`config.mk`:
```
export PLATFORM = sky130hd
export DESIGN_NAME = srm_path_rei_monitor
export DESIGN_NICKNAME = d
export VERILOG_FILES = /design/src/rtl/srm_path_rei_monitor.v
export VERILOG_INCLUDE_DIRS = /design/src /design/src/rtl
export SDC_FILE = /design/constraint.sdc
export NUM_CORES = 1
export LEC_CHECK = 0
export ABC_AREA = 1
export BUFFER_PORTS_ARGS = -buffer_cell sky130_fd_sc_hd__buf_2
export CORE_MARGIN = 4
export CORE_UTILIZATION = 35
export DETAILED_ROUTE_END_ITERATION = 10
export GPL_ROUTABILITY_DRIVEN = 0
export HOLD_SLACK_MARGIN = 0.15
export PLACE_DENSITY = 0.48
export RECOVER_POWER = 50
export REMOVE_ABC_BUFFERS = 1
export SLEW_MARGIN = 5
export SYNTH_ARGS = -nofsm -noshare
export SYNTH_HDL_FRONTEND = slang
export SYNTH_SLANG_ARGS = --single-unit
```
`constraint.sdc`:
```
create_clock -name clk_in -period 3.93 [get_ports clk_in]
set_clock_uncertainty 0.15 [all_clocks]
set_input_delay 0.1965 -clock clk_in [delete_from_list [all_inputs] [get_ports clk_in]]
set_output_delay 0.1965 -clock clk_in [all_outputs]
set_load 0.05 [all_outputs]
```
`src/rtl/srm_defines.vh`:
```
// register map, field positions and frame geometry for the path rei monitor
`ifndef SRM_DEFINES_VH
`define SRM_DEFINES_VH

// register byte addresses
`define SRM_ADDR_CTRL 16'h1183
`define SRM_ADDR_ISTAT 16'h118A
`define SRM_ADDR_CNT3 16'h119C
`define SRM_ADDR_CNT2 16'h119D
`define SRM_ADDR_CNT1 16'h119E
`define SRM_ADDR_CNT0 16'h119F

// field positions
`define SRM_CTRL_MODE_BIT 1
`define SRM_CTRL_RW_MASK 8'h0F
`define SRM_ISTAT_REI_BIT 6
`define SRM_ISTAT_CHG_MSB 5

// reset values
`define SRM_CTRL_RST 8'h00
`define SRM_ISTAT_RST 8'h00
`define SRM_CNT_RST 32'h0000_0000

// frame geometry of an sts-3 frame
`define SRM_ROWS 4'h9
`define SRM_COLS 9'h10E
`define SRM_TOH_COLS 9'h009
`define SRM_PTR_ROW 4'h3
`define SRM_H1_COL 9'h000
`define SRM_H2_COL 9'h003
`define SRM_SPE_BYTES 12'h92D
`define SRM_PTR_MAX 10'h30E
`define SRM_G1_DIST 12'h30F

// largest valid remote error value
`define SRM_REI_MAX 4'h8

`endif

```
`src/rtl/srm_path_rei_monitor.v`:
```
// receive sts-3c path remote error monitor with its microprocessor registers
`timescale 1ns/1ps
`include "srm_defines.vh"

// Contract
// - STS-3c mode: one concatenated SPE per frame
// - locate SPE start from H1/H2 pointer
// - REI of 1 to 8 raises interrupt, updates counter
// - drive active-low interrupt pin low
// - set status bit 6, clear on read
// - 32-bit byte-wise clear-on-read error counter
// - mode bit 1 set: add one per SPE
// - mode bit 1 clear: add REI value
// - status bits 5..0 change flags, bit7 zero
module srm_path_rei_monitor #(
  parameter CNT_W = 32
) (
  input wire clk_in,
  input wire arst_n_in,
  input wire sts3c_mode_in,
  input wire rx_valid_in,
  input wire rx_frame_start_in,
  input wire [7:0] rx_byte_in,
  input wire [5:0] path_event_in,
  input wire [15:0] up_addr_in,
  input wire up_wr_in,
  input wire up_rd_in,
  input wire [7:0] up_wdata_in,
  output reg [7:0] up_rdata_out,
  output wire [3:0] path_ctrl_out,
  output wire rei_event_out,
  output wire int_n_out
);

  ////////////////////////////////////////////////////////////////////////
  // state
  reg [1:0] lock_st_r;
  reg [1:0] lock_st_nxt;
  reg [3:0] row_r;
  reg [8:0] col_r;
  reg [11:0] pidx_r;
  reg [7:0] h1_r;
  reg [11:0] g1_pos_r;
  reg [7:0] ctrl_r;
  reg [7:0] istat_r;
  reg [CNT_W-1:0] cnt_r;
  reg [CNT_W-1:0] cnt_nxt;
  reg [7:0] istat_nxt;
  reg [7:0] rd_mux;

  wire [3:0] cur_row;
  wire [8:0] cur_col;
  wire [11:0] cur_idx;
  wire in_spe;
  wire [9:0] ptr_val;
  wire [11:0] g1_calc;
  wire [3:0] rei_val;
  wire rei_hit;
  wire framed;
  wire ptr_ok;
  wire at_h1;
  wire at_h2;
  wire at_spe0;
  wire byte_ok;
  wire ptr_good;
  wire remote_error_count_mode;
  wire [3:0] clr_cnt_byte;
  wire clr_istat;

  // framing progress: hunt for a frame start, then wait for a pointer
  localparam ST_HUNT = 2'b00;
  localparam ST_FRAMED = 2'b01;
  localparam ST_LOCKED = 2'b10;

  ////////////////////////////////////////////////////////////////////////
  // helpers

  // wraps a payload index into one frame's worth of spe bytes
  function [11:0] spe_wrap;
    input [12:0] v;
    begin
      if (v >= {1'b0, `SRM_SPE_BYTES}) begin
        spe_wrap = v[11:0] - `SRM_SPE_BYTES;
      end else begin
        spe_wrap = v[11:0];
      end
    end
  endfunction

  // true when a read strobe hits the given byte address
  function rd_hit;
    input [15:0] addr;
    input [15:0] want;
    input rd;
    begin
      rd_hit = rd && (addr == want);
    end
  endfunction

  // true when the current byte sits in the pointer row at the given column
  function in_ptr_row;
    input [3:0] row;
    input [8:0] col;
    input [8:0] want;
    begin
      in_ptr_row = (row == `SRM_PTR_ROW) && (col == want);
    end
  endfunction

  // picks one byte lane of the error tally, lane 0 is least significant
  function [7:0] tally_lane;
    input [CNT_W-1:0] v;
    input [1:0] lane;
    begin
      tally_lane = v[8 * lane +: 8];
    end
  endfunction

  ////////////////////////////////////////////////////////////////////////
  // frame position: a frame start byte is always row 0 col 0
  assign cur_row = rx_frame_start_in ? 4'h0 : row_r;
  assign cur_col = rx_frame_start_in ? 9'h000 : col_r;
  assign in_spe = cur_col >= `SRM_TOH_COLS;
  // pointer-row landmarks and the qualifier for a byte that moves us on
  assign at_h1 = in_ptr_row(cur_row, cur_col, `SRM_H1_COL);
  assign at_h2 = in_ptr_row(cur_row, cur_col, `SRM_H2_COL);
  assign at_spe0 = in_ptr_row(cur_row, cur_col, `SRM_TOH_COLS);
  assign byte_ok = rx_valid_in && (framed || rx_frame_start_in);
  // payload index 0 is the byte right after the last h3 byte
  assign cur_idx = at_spe0 ? 12'h000 : pidx_r;

  // pointer to the g1 byte: j1 offset is 3 bytes per pointer step
  assign ptr_val = {h1_r[1:0], rx_byte_in};
  assign g1_calc = spe_wrap({1'b0, ptr_val, 2'b00} - {3'b000, ptr_val} +
                            {1'b0, `SRM_G1_DIST});
  // a pointer beyond the last envelope offset is ignored, not trusted
  assign ptr_good = ptr_val <= `SRM_PTR_MAX;

  ////////////////////////////////////////////////////////////////////////
  // lock state: the g1 location is only trusted once a frame start and
  // then a good pointer have been seen
  assign framed = lock_st_r != ST_HUNT;
  assign ptr_ok = lock_st_r == ST_LOCKED;

  // next lock state; a later frame start re-aligns but never drops lock
  always @* begin
    lock_st_nxt = lock_st_r;
    case (lock_st_r)
      ST_HUNT: begin
        if (rx_valid_in && rx_frame_start_in) begin
          lock_st_nxt = ST_FRAMED;
        end
      end
      ST_FRAMED: begin
        if (byte_ok && at_h2 && ptr_good) begin
          lock_st_nxt = ST_LOCKED;
        end
      end
      ST_LOCKED: begin
        lock_st_nxt = ST_LOCKED;
      end
      default: begin
        lock_st_nxt = ST_HUNT;
      end
    endcase
  end

  ////////////////////////////////////////////////////////////////////////
  // byte position and pointer capture, advanced only on qualified bytes
  always @(posedge clk_in or negedge arst_n_in) begin
    if (!arst_n_in) begin
      lock_st_r <= ST_HUNT;
      row_r <= 4'h0;
      col_r <= 9'h000;
      pidx_r <= 12'h000;
      h1_r <= 8'h00;
      g1_pos_r <= 12'h000;
    end else begin
      lock_st_r <= lock_st_nxt;
      if (byte_ok) begin
        if (cur_col == `SRM_COLS - 9'h001) begin
          col_r <= 9'h000;
          row_r <= (cur_row == `SRM_ROWS - 4'h1) ? 4'h0 : cur_row + 4'h1;
        end else begin
          col_r <= cur_col + 9'h001;
          row_r <= cur_row;
        end
        if (in_spe) begin
          pidx_r <= spe_wrap({1'b0, cur_idx} + 13'h0001);
        end
        // one pointer per frame for the single concatenated spe
        if (at_h1) begin
          h1_r <= rx_byte_in;
        end
        // out-of-range pointers keep the last good spe location
        if (at_h2 && ptr_good) begin
          g1_pos_r <= g1_calc;
        end
      end
    end
  end

  ////////////////////////////////////////////////////////////////////////
  // remote error detection on the g1 byte
  assign rei_val = rx_byte_in[7:4];
  // values above 8 are not legal remote error counts
  assign rei_hit = rx_valid_in && framed && !rx_frame_start_in &&
                   sts3c_mode_in && ptr_ok && in_spe &&
                   cur_idx == g1_pos_r && rei_val != 4'h0 &&
                   rei_val <= `SRM_REI_MAX;
  assign rei_event_out = rei_hit;

  ////////////////////////////////////////////////////////////////////////
  // read strobes that clear one byte; there is no snapshot, so a carry
  // can slip in between two byte reads of the tally
  assign clr_cnt_byte = {rd_hit(up_addr_in, `SRM_ADDR_CNT3, up_rd_in),
                         rd_hit(up_addr_in, `SRM_ADDR_CNT2, up_rd_in),
                         rd_hit(up_addr_in, `SRM_ADDR_CNT1, up_rd_in),
                         rd_hit(up_addr_in, `SRM_ADDR_CNT0, up_rd_in)};
  assign clr_istat = rd_hit(up_addr_in, `SRM_ADDR_ISTAT, up_rd_in);

  // counting mode: 1 adds one per envelope, 0 adds the received value
  assign remote_error_count_mode = ctrl_r[`SRM_CTRL_MODE_BIT];

  // next values for status and counter: clear first, then the event
  // is added, so an event in the read cycle is never lost
  always @* begin
    cnt_nxt = cnt_r;
    if (clr_cnt_byte[3]) begin
      cnt_nxt[31:24] = 8'h00;
    end
    if (clr_cnt_byte[2]) begin
      cnt_nxt[23:16] = 8'h00;
    end
    if (clr_cnt_byte[1]) begin
      cnt_nxt[15:8] = 8'h00;
    end
    if (clr_cnt_byte[0]) begin
      cnt_nxt[7:0] = 8'h00;
    end
    if (rei_hit) begin
      if (remote_error_count_mode) begin
        cnt_nxt = cnt_nxt + {{(CNT_W-1){1'b0}}, 1'b1};
      end else begin
        cnt_nxt = cnt_nxt + {{(CNT_W-4){1'b0}}, rei_val};
      end
    end
    istat_nxt = istat_r;
    if (clr_istat) begin
      istat_nxt = 8'h00;
    end
    istat_nxt[`SRM_ISTAT_CHG_MSB:0] = istat_nxt[`SRM_ISTAT_CHG_MSB:0] |
                                      path_event_in;
    if (rei_hit) begin
      istat_nxt[`SRM_ISTAT_REI_BIT] = 1'b1;
    end
    istat_nxt[7] = 1'b0;
  end

  ////////////////////////////////////////////////////////////////////////
  // read data mux, sampled before this cycle's clears take effect
  always @* begin
    case (up_addr_in)
      `SRM_ADDR_CTRL: begin
        rd_mux = ctrl_r;
      end
      `SRM_ADDR_ISTAT: begin
        rd_mux = istat_r;
      end
      `SRM_ADDR_CNT3: begin
        rd_mux = tally_lane(cnt_r, 2'h3);
      end
      `SRM_ADDR_CNT2: begin
        rd_mux = tally_lane(cnt_r, 2'h2);
      end
      `SRM_ADDR_CNT1: begin
        rd_mux = tally_lane(cnt_r, 2'h1);
      end
      `SRM_ADDR_CNT0: begin
        rd_mux = tally_lane(cnt_r, 2'h0);
      end
      default: begin
        rd_mux = 8'h00; // unmapped addresses read zero
      end
    endcase
  end

  ////////////////////////////////////////////////////////////////////////
  // register file
  always @(posedge clk_in or negedge arst_n_in) begin
    if (!arst_n_in) begin
      ctrl_r <= `SRM_CTRL_RST;
      istat_r <= `SRM_ISTAT_RST;
      cnt_r <= `SRM_CNT_RST;
      up_rdata_out <= 8'h00;
    end else begin
      istat_r <= istat_nxt;
      cnt_r <= cnt_nxt;
      if (up_wr_in && up_addr_in == `SRM_ADDR_CTRL) begin
        // upper nibble is read-only zero
        ctrl_r <= up_wdata_in & `SRM_CTRL_RW_MASK;
      end
      if (up_rd_in) begin
        up_rdata_out <= rd_mux;
      end
    end
  end

  assign path_ctrl_out = ctrl_r[3:0];
  // interrupt stays low while any status flag is pending
  assign int_n_out = ~(|istat_r);

endmodule

```
==> results.yml <==
power_and_ir_drop:
  power_density_nw_per_um2: 318
  irDropWorstVdd_v: 0.000222
  leakage_nw: 4.49
drt:
  wl_met3_um: 658
  drc: 0
  drtAntennaViolNets: 0
  wl_met2_um: 9510
  totalWireLength_um: 21100
  wl_met1_um: 10500
  vias: 7070
  firstDrtPassIters: 5
  drt_iter0_markers: 419
  routedWlPerCell_um: 14.1
  viasPerCell: 4.74
  highest_layer: "met4"
sta:
  finalWorstSetupSlack_ns: 0.383
  period_needed_ns: 3.55
  maxSlewHeadroom_pct: -27.0
  period_share_pct: 90.2
  setup_viol: 0
  slew_violations: 73
  hold_viol: 0
  timing.fmax_mhz: 282
  tightest_slew_ns: 1.90
  grt_setup_unrepaired: "false"
  tns_ns: 0
placed_design:
  dp_hpwl_um: 16800
  dp_slack_ns: 0.372
  io_buffer_count: 54
layout:
  nNetsFinal: 1293
  syn2layout_area_growth_pct: 13.7
  antenna_cells: 0
  drive_gt1_share_pct: 11.2
logic_synthesis:
  synth.most_common_cell: "nand2_1"
  synth-edff-count: 0
  netlist_top_cells_area: "dfrtp_1, nand2_1, inv_1"
  synth_seq_cells: 92
  synthesis.area_um2: 7580
  synth.distinct_cells: 51
  synth_flop_cell: "dfrtp_1"
  yosysTopAreaCell: "dfrtp_1"
  async_flop_share_pct: 100
  synth_cells: 1133
  ys_seq_area_share_pct: 30.4
  synthTopCellsByCount: "nand2_1, inv_1, nor2_1, nand3_1, dfrtp_1"
  synthDominantCellAreaShare_pct: 30.4
  synth.avg_cell_area_um2: 6.69
  ys_warn_count: 0
global_routing:
  grt_max_degree: 73
  grt_pass1_vias: 7021
  grt_pass1_wl_um: 35500
  grt_usage_pct: 18.1
  grt-ovfl-total: 0
  grt_antenna_before_repair: 0
min_path:
  min_from: "up_wr_in"
  min_path_type: "primary input to flop"
  hold_path_end: "ctrl_r[3]$_DFFE_PN0P_"
  whs_path_depth: 3
clock_tree:
  cts-root-buf: "clkbuf_16"
  cts_sinks: 92
  htreeDepth: 3
  cts_resized: 0
  clock_latency_ns: 0.35
  tritoncts: "yes"
  cts_buffers: 9
  clockBufferDepth: 2
  path_clk_slew_ns: 0.07
critical_path:
  critPathLaunchType: "flop"
  worstPathArrival_ns: 3.20
  crit_type: "flop to output pin"
  reg2reg_slack_ns: 0.46
  crit_path_max_fanout: 15
  reg2reg_depth: 21
  crit_required_ns: 3.58
  rr_endpoint: "pidx_r[7]$_DFFE_PN0P_"
  r2r-start: "col_r[1]$_DFFE_PN0P_"
  end_kind: "output pin"
run_status:
  status: "complete, but fails checks"
  violations: "max-capacitance violations, max-slew violations"
floorplan:
  initial_core_util_pct: 35.9
  ios: 59
  die_w_um: 155
  fp-row-count: 53
  dieArea_um2: 24100
  coreArea_um2: 21200
  die_h_um: 155
flow_run:
  drv_cap: 1
critical path, cell delays in order, from the launching register on:
cell     delay [ns]
dfrtp_1        0.36
inv_1          0.08
nor2_1         0.07
inv_1          0.10
ha_1           0.18
nand2_1        0.06
nor2_1         0.17
nand3_2        0.27
buf_4          0.31
nand2_2        0.13
xor2_1         0.26
nand3_1        0.11
nor3_1         0.19
nand2_1        0.19
inv_1          0.10
buf_2          0.26
metal layers:
layer,global-route usage (%),up-vias
met5,0,-
met4,5.00,0
met3,2.98,23
met2,30.0,112
met1,24.6,3175
li1,-,3760
power by group:
group	switching [mW]	internal, mW
clock network	0.400	0.456
registers	0.0317	0.996
logic	0.535	0.324
total	0.968	1.78
layout by cell type (no fill, tap or decap), drive strengths merged, types with 8 or more instances in the layout:
cell type    Yosys  final
clkbuf           9     25
nor4             8      8
nand4           23     23
nor2           126    126
xor2            38     38
nand3           99     99
dlygate4sd3      0     14
nand2          360    360
o21ai           51     51
a21oi           26     26
o21bai           8      8
inv            172    174
dfrtp           92     92
or2              8      8
buf             10     57
xnor2            8      8
nor3            15     15
ha              36     36
cell type report:
class,instances,area (um2)
Tap cell,275,344
Sequential cell,92,2300
Fill cell,2290,12500
Clock inverter,5,45.0
Clock buffer,11,243
Inverter,172,651
Multi-Input combinational cell,850,4510
Timing Repair Buffer,85,532
flip-flops by register name, summed over array words and instances, names as in the netlist:
name          count
cnt_r            32
g1_pos_r         12
pidx_r           12
col_r             9
up_rdata_out      8
istat_r           7
ctrl_r            4
row_r             4
h1_r              2
lock_st_r         2
cells by family (layout without fill, tap and decap cells):
family | Yosys count | after routing | share of synthesized area, %
AND/OR/NAND/NOR | 651 | 651 | 37.9
adder cells (fa/ha/maj) | 38 | 38 | 6.47
buffers and inverters | 191 | 273 | 10.2
flip-flops | 92 | 92 | 30.4
multiplexers | 4 | 4 | 0.594
AO/OA/AOI/OAI | 111 | 111 | 9.07
XOR/XNOR | 46 | 46 | 5.41
what timing repair did:
item                      CTS  global route
hold buffers               14             0
hold endpoints to repair   86             0
buffers inserted            0             0
per-stage QoR:
stage | utilization (%) | total power, mW | std cells | hold slack, ns | area (um2)
floorplan | - | 1.66 | 1114 | -0.249 | 7460
global placement | 38.8 | 1.91 | 1460 | 0.251 | 8220
detailed placement | 38.8 | 1.90 | 1460 | 0.248 | 8220
CTS | 40.9 | 2.79 | 1490 | 0.159 | 8650
global route | 40.8 | 2.97 | 1490 | 0.163 | 8620
finish | 40.8 | 2.74 | 1490 | 0.172 | 8620
how the worst max path moves through the flow:
| stage | start | endpoint | cells after the start |
|---|---|---|---|
| floorplan | col_r[0]$_DFFE_PN0P_ | pidx_r[10]$_DFFE_PN0P_ | 20 |
| global placement | rx_frame_start_in | pidx_r[7]$_DFFE_PN0P_ | 21 |
| detailed placement | rx_frame_start_in | pidx_r[7]$_DFFE_PN0P_ | 21 |
| CTS | col_r[1]$_DFFE_PN0P_ | rei_event_out | 15 |
| global route | col_r[1]$_DFFE_PN0P_ | pidx_r[4]$_DFFE_PN0P_ | 24 |
| finish | col_r[1]$_DFFE_PN0P_ | rei_event_out | 15 |
Note: power is estimated with default switching activity, not from simulation.
